## src/design/lcd_params.svh

```systemverilog
// constants for the line channel diagnostics block
`ifndef LCD_PARAMS_SVH
`define LCD_PARAMS_SVH

// ========================================
// register byte offsets and control reset value
`define LCD_CTRL_OFS 12'h000
`define LCD_STAT_OFS 12'h004
`define LCD_CTRL_RST 9'h000

// ========================================
// control register field positions
`define LCD_C_TRANSMIT_ON_PIN 0
`define LCD_C_JPATH 1
`define LCD_C_CFG0 2
`define LCD_C_CFG1 3
`define LCD_C_PAT 4
`define LCD_C_INS 5
`define LCD_C_RLB 6
`define LCD_C_LLB 7
`define LCD_C_E3 8

// ========================================
// synchroniser bit positions
`define LCD_S_TXCLK 0
`define LCD_S_RXCLK 1
`define LCD_S_DJCLK 2
`define LCD_S_MONP 3
`define LCD_S_MONN 4
`define LCD_S_TXP 5
`define LCD_S_TXN 6
`define LCD_S_RXP 7
`define LCD_S_RXN 8
`define LCD_S_TXPIN 9

// ========================================
// timing and sizing counts
`define LCD_DM_LIMIT 8'h80
`define LCD_FIFO_SMALL 6'h10
`define LCD_FIFO_LARGE 6'h20
`define LCD_FIFO_MARGIN 6'h02
`define LCD_LOCK_GOOD 6'h20
`define LCD_LOSS_BAD 3'h4

`endif

```

## src/design/lcd_pkg.sv

```systemverilog
// types for the line channel diagnostics block
package lcd_pkg;
    // loopback routing of one channel
    typedef enum logic [1:0] {
        LCD_LOOP_NORMAL,
        LCD_LOOP_ANALOG,
        LCD_LOOP_REMOTE,
        LCD_LOOP_DIGITAL
    } lcd_loop_t;
    // attenuator fifo depth choice
    typedef enum logic [1:0] {
        LCD_JA_OFF,
        LCD_JA_16,
        LCD_JA_32
    } lcd_ja_t;
endpackage

```

## src/design/lcd_channel.sv

```systemverilog
// one line channel: drive monitor, tx enable, fifo, pattern, loops
`timescale 1ns/1ps
`include "lcd_params.svh"
module lcd_channel import lcd_pkg::*; (
    input wire logic clk_sys, // system clock, 40 MHz
    input wire logic rst_n, // async reset, active low
    input wire logic psel, // apb select
    input wire logic penable, // apb access phase
    input wire logic pwrite, // apb direction
    input wire logic [11:0] paddr, // apb byte address
    input wire logic [31:0] pwdata, // apb write data
    output logic [31:0] prdata, // apb read data
    output logic pready, // apb ready
    output logic pslverr, // apb error, unmapped address
    input wire logic tx_line_clock, // transmit clock pin
    input wire logic recovered_clock, // recovered receive clock
    input wire logic dejitter_clock, // smoothed clock for fifo reads
    input wire logic tx_pos_data, // framer positive rail
    input wire logic tx_neg_data, // framer negative rail
    input wire logic transmit_on_pin, // shared transmit-on pin
    input wire logic monitor_pos_in, // monitor tap, positive
    input wire logic monitor_neg_in, // monitor tap, negative
    input wire logic line_rx_pos, // line receive, positive
    input wire logic line_rx_neg, // line receive, negative
    output logic line_tx_pos, // line transmit, positive
    output logic line_tx_neg, // line transmit, negative
    output logic line_tx_oe, // line driver enable, high drives
    output logic drive_fault_out, // high when tx line silent
    output logic rx_clock_out, // receive clock to framer
    output logic rx_pos_data, // receive positive rail
    output logic rx_neg_violation_out // rx negative rail or violation
);

    // ========================================
    // input synchronisers
    logic [9:0] sync1; // first stage, read by sync2 only
    logic [9:0] sync2; // settled copies
    logic [4:0] prev; // last settled clocks and monitors
    logic [8:0] ctrl; // control register
    logic ins_prev; // insert bit one cycle ago

    // two flops before any logic looks at pins
    always_ff @(posedge clk_sys or negedge rst_n) begin
        if (!rst_n) begin
            sync1 <= 10'h000;
            sync2 <= 10'h000;
            prev <= 5'h00;
        end else begin
            sync1 <= {transmit_on_pin, line_rx_neg, line_rx_pos,
                      tx_neg_data, tx_pos_data, monitor_neg_in,
                      monitor_pos_in, dejitter_clock, recovered_clock,
                      tx_line_clock};
            sync2 <= sync1;
            prev <= sync2[4:0];
        end
    end

    // rising edges of the three link clocks
    wire tx_edge = sync2[`LCD_S_TXCLK] & ~prev[`LCD_S_TXCLK];
    wire rx_edge = sync2[`LCD_S_RXCLK] & ~prev[`LCD_S_RXCLK];
    wire dj_edge = sync2[`LCD_S_DJCLK] & ~prev[`LCD_S_DJCLK];

    // ========================================
    // control decode
    wire pattern_enable = ctrl[`LCD_C_PAT];
    wire e3_rate = ctrl[`LCD_C_E3];
    wire jitter_path_select = ctrl[`LCD_C_JPATH];
    wire [1:0] loop_bits = {ctrl[`LCD_C_RLB], ctrl[`LCD_C_LLB]};
    wire [1:0] cfg_bits = {ctrl[`LCD_C_CFG1], ctrl[`LCD_C_CFG0]};
    lcd_loop_t loop_mode;
    lcd_ja_t ja_mode;
    // loop encoding: remote bit high, local bit low
    assign loop_mode = (loop_bits == 2'h1) ? LCD_LOOP_ANALOG :
                       (loop_bits == 2'h2) ? LCD_LOOP_REMOTE :
                       (loop_bits == 2'h3) ? LCD_LOOP_DIGITAL :
                       LCD_LOOP_NORMAL;
    // depth encoding; both set picks the deep fifo
    assign ja_mode = (cfg_bits == 2'h0) ? LCD_JA_OFF :
                     (cfg_bits == 2'h1) ? LCD_JA_16 :
                     LCD_JA_32;
    wire ja_on = (ja_mode != LCD_JA_OFF);
    wire ja_rx = ja_on & ~jitter_path_select;
    wire ja_tx = ja_on & jitter_path_select;
    wire is_analog = (loop_mode == LCD_LOOP_ANALOG);
    wire is_remote = (loop_mode == LCD_LOOP_REMOTE);
    wire is_digital = (loop_mode == LCD_LOOP_DIGITAL);
    wire [5:0] depth = (ja_mode == LCD_JA_16) ? `LCD_FIFO_SMALL :
                       `LCD_FIFO_LARGE;

    // ========================================
    // apb decode
    wire setup_ok = psel & penable & ~pready;
    wire done = psel & penable & pready;
    wire hit_ctrl = (paddr == `LCD_CTRL_OFS);
    wire hit_stat = (paddr == `LCD_STAT_OFS);
    wire wr_ctrl = done & pwrite & hit_ctrl;
    wire rd_stat = done & ~pwrite & hit_stat;
    logic fifo_limit_flag; // near-limit sticky flag
    logic locked; // checker in sync
    logic tx_enable; // transmitter on
    logic [31:0] next_rdata;
    wire pattern_sync_lost = pattern_enable & ~locked;
    assign next_rdata = hit_ctrl ? {23'h000000, ctrl} :
                        hit_stat ? {28'h0000000, tx_enable,
                                    drive_fault_out, pattern_sync_lost,
                                    fifo_limit_flag} :
                        32'h00000000;

    // one wait state: ready and data come from flops
    always_ff @(posedge clk_sys or negedge rst_n) begin
        if (!rst_n) begin
            pready <= 1'b0;
            pslverr <= 1'b0;
            prdata <= 32'h00000000;
        end else begin
            pready <= setup_ok;
            pslverr <= setup_ok & ~hit_ctrl & ~hit_stat;
            prdata <= setup_ok ? next_rdata : 32'h00000000;
        end
    end

    // control register; status offset ignores writes
    always_ff @(posedge clk_sys or negedge rst_n) begin
        if (!rst_n) begin
            ctrl <= `LCD_CTRL_RST;
            ins_prev <= 1'b0;
        end else begin
            if (wr_ctrl) begin
                ctrl <= pwdata[8:0];
            end
            ins_prev <= ctrl[`LCD_C_INS];
        end
    end

    // ========================================
    // transmitter enable
    // both must agree; once the bit is 1 the pin alone switches
    always_ff @(posedge clk_sys or negedge rst_n) begin
        if (!rst_n) begin
            tx_enable <= 1'b0;
        end else begin
            tx_enable <= sync2[`LCD_S_TXPIN] & ctrl[`LCD_C_TRANSMIT_ON_PIN];
        end
    end

    // ========================================
    // drive monitor
    logic [7:0] dm_count; // tx periods since last transition
    wire mon_change = (sync2[`LCD_S_MONP] != prev[`LCD_S_MONP]) |
                      (sync2[`LCD_S_MONN] != prev[`LCD_S_MONN]);

    // any transition clears the count; saturates at the limit
    always_ff @(posedge clk_sys or negedge rst_n) begin
        if (!rst_n) begin
            dm_count <= 8'h00;
            drive_fault_out <= 1'b0;
        end else if (mon_change) begin
            dm_count <= 8'h00;
            drive_fault_out <= 1'b0;
        end else begin
            if (tx_edge && dm_count != `LCD_DM_LIMIT) begin
                dm_count <= dm_count + 8'h01;
            end
            drive_fault_out <= (dm_count == `LCD_DM_LIMIT);
        end
    end

    // ========================================
    // pattern generator
    logic [22:0] gen_lfsr; // generator shift register
    logic ins_pending; // one error waiting to go out
    wire gen_fb = e3_rate ? (gen_lfsr[22] ^ gen_lfsr[17]) :
                  (gen_lfsr[14] ^ gen_lfsr[13]);
    wire gen_bit = gen_fb ^ ins_pending;
    wire gen_step = tx_edge & pattern_enable & ~is_remote;
    wire ins_rise = ctrl[`LCD_C_INS] & ~ins_prev;

    // all-ones seed keeps the register out of lock-up
    always_ff @(posedge clk_sys or negedge rst_n) begin
        if (!rst_n) begin
            gen_lfsr <= 23'h7FFFFF;
            ins_pending <= 1'b0;
        end else begin
            if (gen_step) begin
                gen_lfsr <= {gen_lfsr[21:0], gen_fb};
            end
            // a fresh edge wins over the consuming step
            ins_pending <= (ins_rise & pattern_enable) |
                           (ins_pending & ~gen_step);
        end
    end

    // ========================================
    // data routing
    logic [1:0] rx_line; // receive line, after analog loop mux
    logic [1:0] fifo_out; // word at the read pointer
    logic [1:0] tx_src; // transmit source word
    logic [1:0] rx_stage; // receive word after optional fifo
    logic [1:0] wr_data; // fifo write word
    logic [1:0] tx_word; // word headed for the line
    logic rd_evt; // fifo read strobe
    // analog loop takes our own line drive, ignores rx pins
    assign rx_line = is_analog ? {line_tx_neg, line_tx_pos} :
                     {sync2[`LCD_S_RXN], sync2[`LCD_S_RXP]};
    wire rx_stage_evt = ja_rx ? rd_evt : rx_edge;
    assign rx_stage = ja_rx ? fifo_out : rx_line;
    // remote loop retimes on the receive side, tx pins unused
    wire tx_src_evt = is_remote ? rx_stage_evt : tx_edge;
    assign tx_src = is_remote ? rx_stage :
                    pattern_enable ? {1'b0, gen_bit} :
                    {sync2[`LCD_S_TXN], sync2[`LCD_S_TXP]};
    wire wr_evt = ja_on & (ja_rx ? rx_edge : tx_src_evt);
    assign wr_data = ja_rx ? rx_line : tx_src;
    wire tx_evt = ja_tx ? rd_evt : tx_src_evt;
    assign tx_word = ja_tx ? fifo_out : tx_src;

    // ========================================
    // attenuator fifo
    logic [1:0] fifo_mem [0:31]; // two rails per entry
    logic [4:0] wr_ptr;
    logic [4:0] rd_ptr;
    logic [5:0] fifo_count; // entries held
    logic primed; // half full once, reads may start
    wire fifo_clear = rd_stat | ~ja_on;
    wire do_wr = wr_evt & (fifo_count != depth);
    assign rd_evt = dj_edge & ja_on & primed & (fifo_count != 6'h00);
    assign fifo_out = fifo_mem[rd_ptr];
    wire [4:0] ptr_mask = 5'(depth - 6'h01);
    wire near_limit = primed &
                      ((fifo_count >= depth - `LCD_FIFO_MARGIN) |
                       (fifo_count <= `LCD_FIFO_MARGIN));

    // storage array, written only on the path clock event
    always_ff @(posedge clk_sys) begin
        if (do_wr) begin
            fifo_mem[wr_ptr] <= wr_data;
        end
    end

    // pointers wrap at the chosen depth
    always_ff @(posedge clk_sys or negedge rst_n) begin
        if (!rst_n) begin
            wr_ptr <= 5'h00;
            rd_ptr <= 5'h00;
            fifo_count <= 6'h00;
            primed <= 1'b0;
        end else if (fifo_clear) begin
            wr_ptr <= 5'h00;
            rd_ptr <= 5'h00;
            fifo_count <= 6'h00;
            primed <= 1'b0;
        end else begin
            if (do_wr) begin
                wr_ptr <= (wr_ptr + 5'h01) & ptr_mask;
            end
            if (rd_evt) begin
                rd_ptr <= (rd_ptr + 5'h01) & ptr_mask;
            end
            fifo_count <= fifo_count + {5'h00, do_wr} -
                          {5'h00, rd_evt};
            if (fifo_count >= (depth >> 1)) begin
                primed <= 1'b1;
            end
        end
    end

    // sticky flag; the clearing read also empties the fifo, so a
    // near-limit seen on that edge belongs to discarded contents
    always_ff @(posedge clk_sys or negedge rst_n) begin
        if (!rst_n) begin
            fifo_limit_flag <= 1'b0;
        end else begin
            fifo_limit_flag <= (near_limit & ~fifo_clear) |
                               (fifo_limit_flag & ~rd_stat);
        end
    end

    // ========================================
    // line transmit outputs
    // enable follows tx_enable in every loop mode, analog included; off floats via enable
    always_ff @(posedge clk_sys or negedge rst_n) begin
        if (!rst_n) begin
            line_tx_pos <= 1'b0;
            line_tx_neg <= 1'b0;
            line_tx_oe <= 1'b0;
        end else begin
            if (tx_evt) begin
                line_tx_pos <= tx_word[0];
                line_tx_neg <= tx_word[1];
            end
            line_tx_oe <= tx_enable;
        end
    end

    // ========================================
    // pattern checker
    logic [22:0] chk_hist; // received bit history
    logic [5:0] good_count; // matches in a row
    logic [2:0] bad_count; // errors since lock
    logic err_pulse; // held until next rx bit
    wire chk_bit = rx_stage[0] | rx_stage[1];
    wire chk_pred = e3_rate ? (chk_hist[22] ^ chk_hist[17]) :
                    (chk_hist[14] ^ chk_hist[13]);
    wire chk_err = chk_bit ^ chk_pred;
    wire chk_step = rx_stage_evt & pattern_enable;

    // self-synchronising: history is the received stream
    always_ff @(posedge clk_sys or negedge rst_n) begin
        if (!rst_n) begin
            chk_hist <= 23'h000000;
            good_count <= 6'h00;
            bad_count <= 3'h0;
            locked <= 1'b0;
            err_pulse <= 1'b0;
        end else if (!pattern_enable) begin
            good_count <= 6'h00;
            bad_count <= 3'h0;
            locked <= 1'b0;
            err_pulse <= 1'b0;
        end else if (chk_step) begin
            chk_hist <= {chk_hist[21:0], chk_bit};
            err_pulse <= chk_err & locked;
            if (chk_err) begin
                good_count <= 6'h00;
                bad_count <= bad_count + 3'h1;
                if (bad_count == `LCD_LOSS_BAD - 3'h1) begin
                    locked <= 1'b0;
                end
            end else if (good_count != `LCD_LOCK_GOOD) begin
                good_count <= good_count + 6'h01;
            end else begin
                locked <= 1'b1;
                bad_count <= 3'h0;
            end
        end
    end

    // ========================================
    // receive outputs to the framer
    wire rx_src_clk = ja_rx ? sync2[`LCD_S_DJCLK] :
                      sync2[`LCD_S_RXCLK];
    wire rx_out_evt = is_digital ? tx_edge : rx_stage_evt;
    wire [1:0] rx_out_word = is_digital ?
                             {sync2[`LCD_S_TXN], sync2[`LCD_S_TXP]} :
                             rx_stage;

    // in pattern mode the negative rail shows sync and errors
    always_ff @(posedge clk_sys or negedge rst_n) begin
        if (!rst_n) begin
            rx_clock_out <= 1'b0;
            rx_pos_data <= 1'b0;
            rx_neg_violation_out <= 1'b0;
        end else begin
            rx_clock_out <= is_digital ? sync2[`LCD_S_TXCLK] :
                            rx_src_clk;
            if (rx_out_evt) begin
                rx_pos_data <= pattern_enable ? chk_bit :
                               rx_out_word[0];
            end
            if (pattern_enable) begin
                rx_neg_violation_out <= ~locked | err_pulse;
            end else if (rx_out_evt) begin
                rx_neg_violation_out <= rx_out_word[1];
            end
        end
    end

endmodule

```

## config.mk

```make
export PLATFORM = sky130hd
export DESIGN_NAME = lcd_channel
export DESIGN_NICKNAME = d
export VERILOG_FILES = /design/src/design/lcd_pkg.sv /design/src/design/lcd_channel.sv
export VERILOG_INCLUDE_DIRS = /design/src /design/src/design
export SDC_FILE = /design/constraint.sdc
export NUM_CORES = 1
export LEC_CHECK = 0
export BUFFER_PORTS_ARGS = -buffer_cell sky130_fd_sc_hd__buf_4
export CAP_MARGIN = 20
export CORE_MARGIN = 3
export CORE_UTILIZATION = 35
export CTS_BUF_LIST = sky130_fd_sc_hd__clkbuf_8
export CTS_CLUSTER_DIAMETER = 40
export DETAILED_ROUTE_END_ITERATION = 8
export GPL_TIMING_DRIVEN = 0
export PLACE_DENSITY = 0.56
export SLEW_MARGIN = 15
export SYNTH_ARGS = -nofsm -noshare
export SYNTH_HDL_FRONTEND = slang
export SYNTH_SLANG_ARGS = --single-unit
```

## constraint.sdc

```tcl
create_clock -name clk_sys -period 8.4 [get_ports clk_sys]
set_input_delay 0.42 -clock clk_sys [delete_from_list [all_inputs] [get_ports clk_sys]]
set_output_delay 0.42 -clock clk_sys [all_outputs]
set_load 0.05 [all_outputs]
```

==> impl.org <==
** Min path
- Worst min path class :: in2reg
- Hold path startpoint :: pwdata[4]

** Synth
- Warning count from the yosys run :: 0
- Register area share after synthesis :: 60.5%
- The synthesized design spends more area on one cell type than any other, namely sky130_fd_sc_hd__dfrtp_1.
- Synth top area cells :: sky130_fd_sc_hd__dfrtp_1, sky130_fd_sc_hd__edfxtp_1, sky130_fd_sc_hd__mux2_2
- Average size of a mapped cell :: 12.9 um2
- Post-Syn Instances :: 691
- Proportion of netlist area held by the largest area contributor :: 32.2%
- Counting flops with an async set or reset pin after synthesis yields a share of 68.3%.
- Flops & latches, synth :: 202
- The cell area that synthesis handed to floorplanning was 8930 um2.
- For this run, the leading register cell type out of synthesis is sky130_fd_sc_hd__dfrtp_1.
- Count of distinct cell types in the synthesized netlist :: 61
- Number of enable-type register cells in the synthesized netlist :: 64

** Clocking
- Counting the buffers created by CTS gives 38.
- The clock tree synthesis step divided the H-tree into 2 levels.
- Buffer depth of the longest clock path :: 3
- Clock root buffer master :: sky130_fd_sc_hd__clkbuf_8
- TritonCTS built the clock tree.
- The later pin in the worst-skew pair is clocked with a latency of 0.54 ns.
- In this run, post-CTS repair resized a total of 0 instances.
- Clock slew seen by the registers of the worst setup and hold paths :: 0.06 ns
- Post-CTS timing repair inserted 0 buffers for setup.
- Clock sink count :: 202

** Final layout
- Area delta synth->final :: 21.1%
- Fraction of final layout cells with drive strength greater than 1 :: 28.4%
- For this run, the post-layout net count is 904.
- Number of antenna cells inserted :: 0
- Excluding fillers, the count of instances in the completed layout stands at 1172.

** Power and ir drop
- Switching power total :: 0.574 mW
- Power spread over the standard cell area amounts to 211 nW/um2.
- Portion of total power attributed to the clock network :: 41.6%
- In this run switching power makes up 25.1% of total power.
- In this run the static leakage power is 4.29 nW.
- Combinational cells account for 9.9% of the total power.
- The completed layout was analyzed and its total power is 2.28 mW.
- Share of total power in sequential cells :: 48.5%
- The internal power of the cells totals 1.71 mW.
- The worst-case IR drop observed on VDD is 122 uV.

** STA
- Unrepaired setup endpoints after global routing :: false
- The number of hold violations in the final report is 0.
- Final period util :: 44.4%
- At the pin with the least slew margin, the transition time is 0.859 ns.
- Worst Slack Setup Final :: 4.67 ns
- On the final layout, the worst clock skew is 0.0220 ns.
- The worst pin sits at a relative slew slack of 42.5%.
- Upper clock frequency limit :: 268 MHz
- In the final timing run, aggregate negative setup slack is 0 ns.
- Tmin final :: 3.73 ns
- Worst-case hold slack :: 0.122 ns
- The number of pins with negative max-slew slack in the final report is 0.
- Final setup vio count :: 0

** Floorplan
- After floorplanning, the core was divided into 57 placement rows.
- The core region is 24700 um2.
- In this run the count of I/O pins placed on the die edge is 100.
- Overall die area :: 27500 um2
- The floorplan step set the die height to 166 um.
- Die width :: 166 um
- The initial utilization of the core area, before any placement, comes to 36.2%.

** Worst setup path
- R2R Setup Slk :: 4.67 ns
- Critical path origin :: ctrl[3]
- Data on the critical path arrives at its endpoint at 4.12 ns.
- The worst register-to-register path begins at ctrl[3].
- Cell with the largest stage delay on the worst path :: sky130_fd_sc_hd__a311oi_2
- Type of element capturing the critical path :: flop
- Critical setup path kind :: reg2reg
- Traced cell by cell, the critical path runs through clkbuf_1 > nor2b_1 > ha_1 > or4_1 > a21oi_1 > a311oi_2 > inv_1 > ha_1 > inv_1 > ha_1 > inv_1 > fa_1 > o21bai_1 > a21oi_1 > xnor2_1 > nor2_1.
- Maximum net fanout on the critical path :: 9
- At the worst endpoint, the required time is 8.79 ns.
- Critical path's top delay family :: adder cells
- The largest single stage delay on the critical path is 0.71 ns.
- Together, buffers and inverters on the worst path number 4.
- Startpoint types :: flop

** Placed design
- Detailed placer's ending HPWL :: 12100 um
- IO buf count :: 52
- Cell total after placement :: 1092
- Timing analysis after detailed placement gives a worst setup slack of 4.66 ns.
- Routability-driven placement finished with a final weighted congestion of 0.777.

** Routing
- For this block, the routed nets add up to 17500 um of wire.
- After detailed routing, the number of vias per cell comes to 4.63.
- Dividing the detail-routed wire length by the instance count gives 15.0 um.
- The first TritonRoute pass finished after 4 iterations.
- In the detailed route, the total length drawn on met3 is 677 um.
- Wire segments on met2 add up to 8190 um in the final route.
- In this run the top signal layer used is met4.
- Drt drc :: 0
- The detailed router finished its first iteration with 358 violations.
- Total via count after detailed routing :: 5431
- After detailed routing, the wire length on met1 is 8170 um.
- In this run the remaining antenna-violating nets after routing total 0.

** Global routing
- Entering global routing, the biggest net connects 90 pins.
- Initial antenna violation count :: 0
- Global routing finished with a remaining overflow of 0.
- The via count of the first global-routing pass came to 5562.
- Global Route Usage Sum :: 12.7%
- Wire length of the first global-routing pass :: 28700 um

** Run status
- Outcome :: finished clean

** Flow run
- The tool flagged a number of max-cap violations equal to 0.
path summary, 6_finish.rpt:
kind	endpoint	cells past startpoint
hold / removal	ctrl[4]	3
hold reg to reg	sync2[3]	0
max in group asynchronous	prev[4]	3
min in group asynchronous	line_tx_pos	2
setup reg to reg	fifo_count[4]	16
setup / recovery	fifo_count[4]	16
layer usage:
layer / track usage [%] / vias up
met5: 0 / -
met1: 17.3 / 2626
met3: 2.64 / 41
met4: 5.06 / 0
met2: 20.1 / 95
li1: - / 2669
sequential cells by signal (all words and copies together) (netlist names), 3 cells and up:
name	count
bad_count	3
chk_hist	23
ctrl	9
dm_count	8
fifo_count	6
fifo_mem	64
gen_lfsr	23
good_count	6
prdata	9
prev	5
rd_ptr	5
sync1	10
sync2	10
wr_ptr	5
per-stage QoR:
step                      area (um2)  utilization, %
after floorplan                 9020               -
after global placement          9810            39.8
after detailed placement        9930            40.2
after CTS                      10800            43.8
after global routing           10800            43.8
final                          10800            43.8
timing repair:
item,in CTS,in global routing
endpoints found under the setup margin,0,0
endpoints found under the hold margin,38,0
hold buffers,11,0
final cells by class:
cell class	instances	area (um2)
Buffer	44	277
Clock buffer	43	592
Clock inverter	26	184
Fill cell	2351	13900
Inverter	22	82.6
Multi-Input combinational cell	445	3290
Sequential cell	202	5400
Tap cell	324	405
Timing Repair Buffer	66	578
synth_stat cells (2+ instances only):
master and instances:
sky130_fd_sc_hd__buf_1 4, sky130_fd_sc_hd__nor3_1 7, sky130_fd_sc_hd__or3b_2 2, sky130_fd_sc_hd__a31oi_1 8, sky130_fd_sc_hd__nand2_1 53, sky130_fd_sc_hd__a311o_1 2, sky130_fd_sc_hd__buf_4 23, sky130_fd_sc_hd__a2bb2oi_1 2
sky130_fd_sc_hd__xnor2_1 15, sky130_fd_sc_hd__edfxtp_1 64, sky130_fd_sc_hd__nand3_1 16, sky130_fd_sc_hd__ha_1 25, sky130_fd_sc_hd__a221oi_1 6, sky130_fd_sc_hd__nand4_1 4, sky130_fd_sc_hd__o21bai_1 2, sky130_fd_sc_hd__a211oi_1 2
sky130_fd_sc_hd__o22ai_1 3, sky130_fd_sc_hd__inv_1 22, sky130_fd_sc_hd__a21oi_1 17, sky130_fd_sc_hd__mux2_2 63, sky130_fd_sc_hd__a22oi_1 2, sky130_fd_sc_hd__nor3b_1 3, sky130_fd_sc_hd__o21ai_0 11, sky130_fd_sc_hd__mux2i_1 10
sky130_fd_sc_hd__and3_1 4, sky130_fd_sc_hd__nor4_1 6, sky130_fd_sc_hd__or3_1 3, sky130_fd_sc_hd__nand2b_1 6, sky130_fd_sc_hd__and2_1 8, sky130_fd_sc_hd__clkbuf_1 14, sky130_fd_sc_hd__or4_1 3, sky130_fd_sc_hd__nor2_1 86
sky130_fd_sc_hd__dfrtp_1 115, sky130_fd_sc_hd__mux4_1 5, sky130_fd_sc_hd__nand3b_1 4, sky130_fd_sc_hd__dfstp_2 23, sky130_fd_sc_hd__or2_2 3, sky130_fd_sc_hd__xor2_1 12, sky130_fd_sc_hd__nor2b_1 5, sky130_fd_sc_hd__mux4_2 7
logic make-up (layout without fill, tap and decap cells):
group / after synthesis / after routing / share of synthesized area (%)
other: 1 / 23 / 0.0420
and+or+nand+nor: 216 / 216 / 11.3
xor gates and xnor gates: 28 / 28 / 2.83
buffers and inverters: 66 / 201 / 4.02
muxes: 85 / 85 / 12.3
adders and majority gates: 26 / 26 / 3.73
AOI/OAI and AO/OA: 67 / 67 / 5.32
DFF: 202 / 202 / 60.5
power by group through the flow:
stage	clock [mW]	sequential, mW	combinational (mW)
after floorplan	0	1.12	0.155
after global placement	0	1.12	0.217
after detailed placement	0	1.12	0.224
after CTS	0.986	1.11	0.230
after global routing	1.03	1.11	0.255
final	0.950	1.11	0.226
cells in the final DEF (no fill, tap or decap), types with 11 or more instances in the layout:
cell,Yosys,routed
sky130_fd_sc_hd__a21oi_1,17,17
sky130_fd_sc_hd__buf_4,23,74
sky130_fd_sc_hd__clkbuf_1,14,14
sky130_fd_sc_hd__clkbuf_8,0,43
sky130_fd_sc_hd__conb_1,1,23
sky130_fd_sc_hd__dfrtp_1,115,115
sky130_fd_sc_hd__dfstp_2,23,23
sky130_fd_sc_hd__dlygate4sd3_1,0,11
sky130_fd_sc_hd__edfxtp_1,64,64
sky130_fd_sc_hd__ha_1,25,25
sky130_fd_sc_hd__inv_1,22,35
sky130_fd_sc_hd__mux2_2,63,63
sky130_fd_sc_hd__nand2_1,53,53
sky130_fd_sc_hd__nand3_1,16,16
sky130_fd_sc_hd__nor2_1,86,86
sky130_fd_sc_hd__o21ai_0,11,11
sky130_fd_sc_hd__xnor2_1,15,15
sky130_fd_sc_hd__xor2_1,12,12
worst register-to-register path, stage by stage, from the launching register on:
cell                       delay, ns
sky130_fd_sc_hd__dfrtp_1        0.31
sky130_fd_sc_hd__clkbuf_1       0.30
sky130_fd_sc_hd__nor2b_1        0.19
sky130_fd_sc_hd__ha_1           0.37
sky130_fd_sc_hd__or4_1          0.12
sky130_fd_sc_hd__a21oi_1        0.07
sky130_fd_sc_hd__a311oi_2       0.71
sky130_fd_sc_hd__inv_1          0.10
sky130_fd_sc_hd__ha_1           0.29
sky130_fd_sc_hd__inv_1          0.06
sky130_fd_sc_hd__ha_1           0.16
sky130_fd_sc_hd__inv_1          0.06
sky130_fd_sc_hd__fa_1           0.40
sky130_fd_sc_hd__o21bai_1       0.16
sky130_fd_sc_hd__a21oi_1        0.10
sky130_fd_sc_hd__xnor2_1        0.14
sky130_fd_sc_hd__nor2_1         0.06
(Power assumes the default switching activity.)
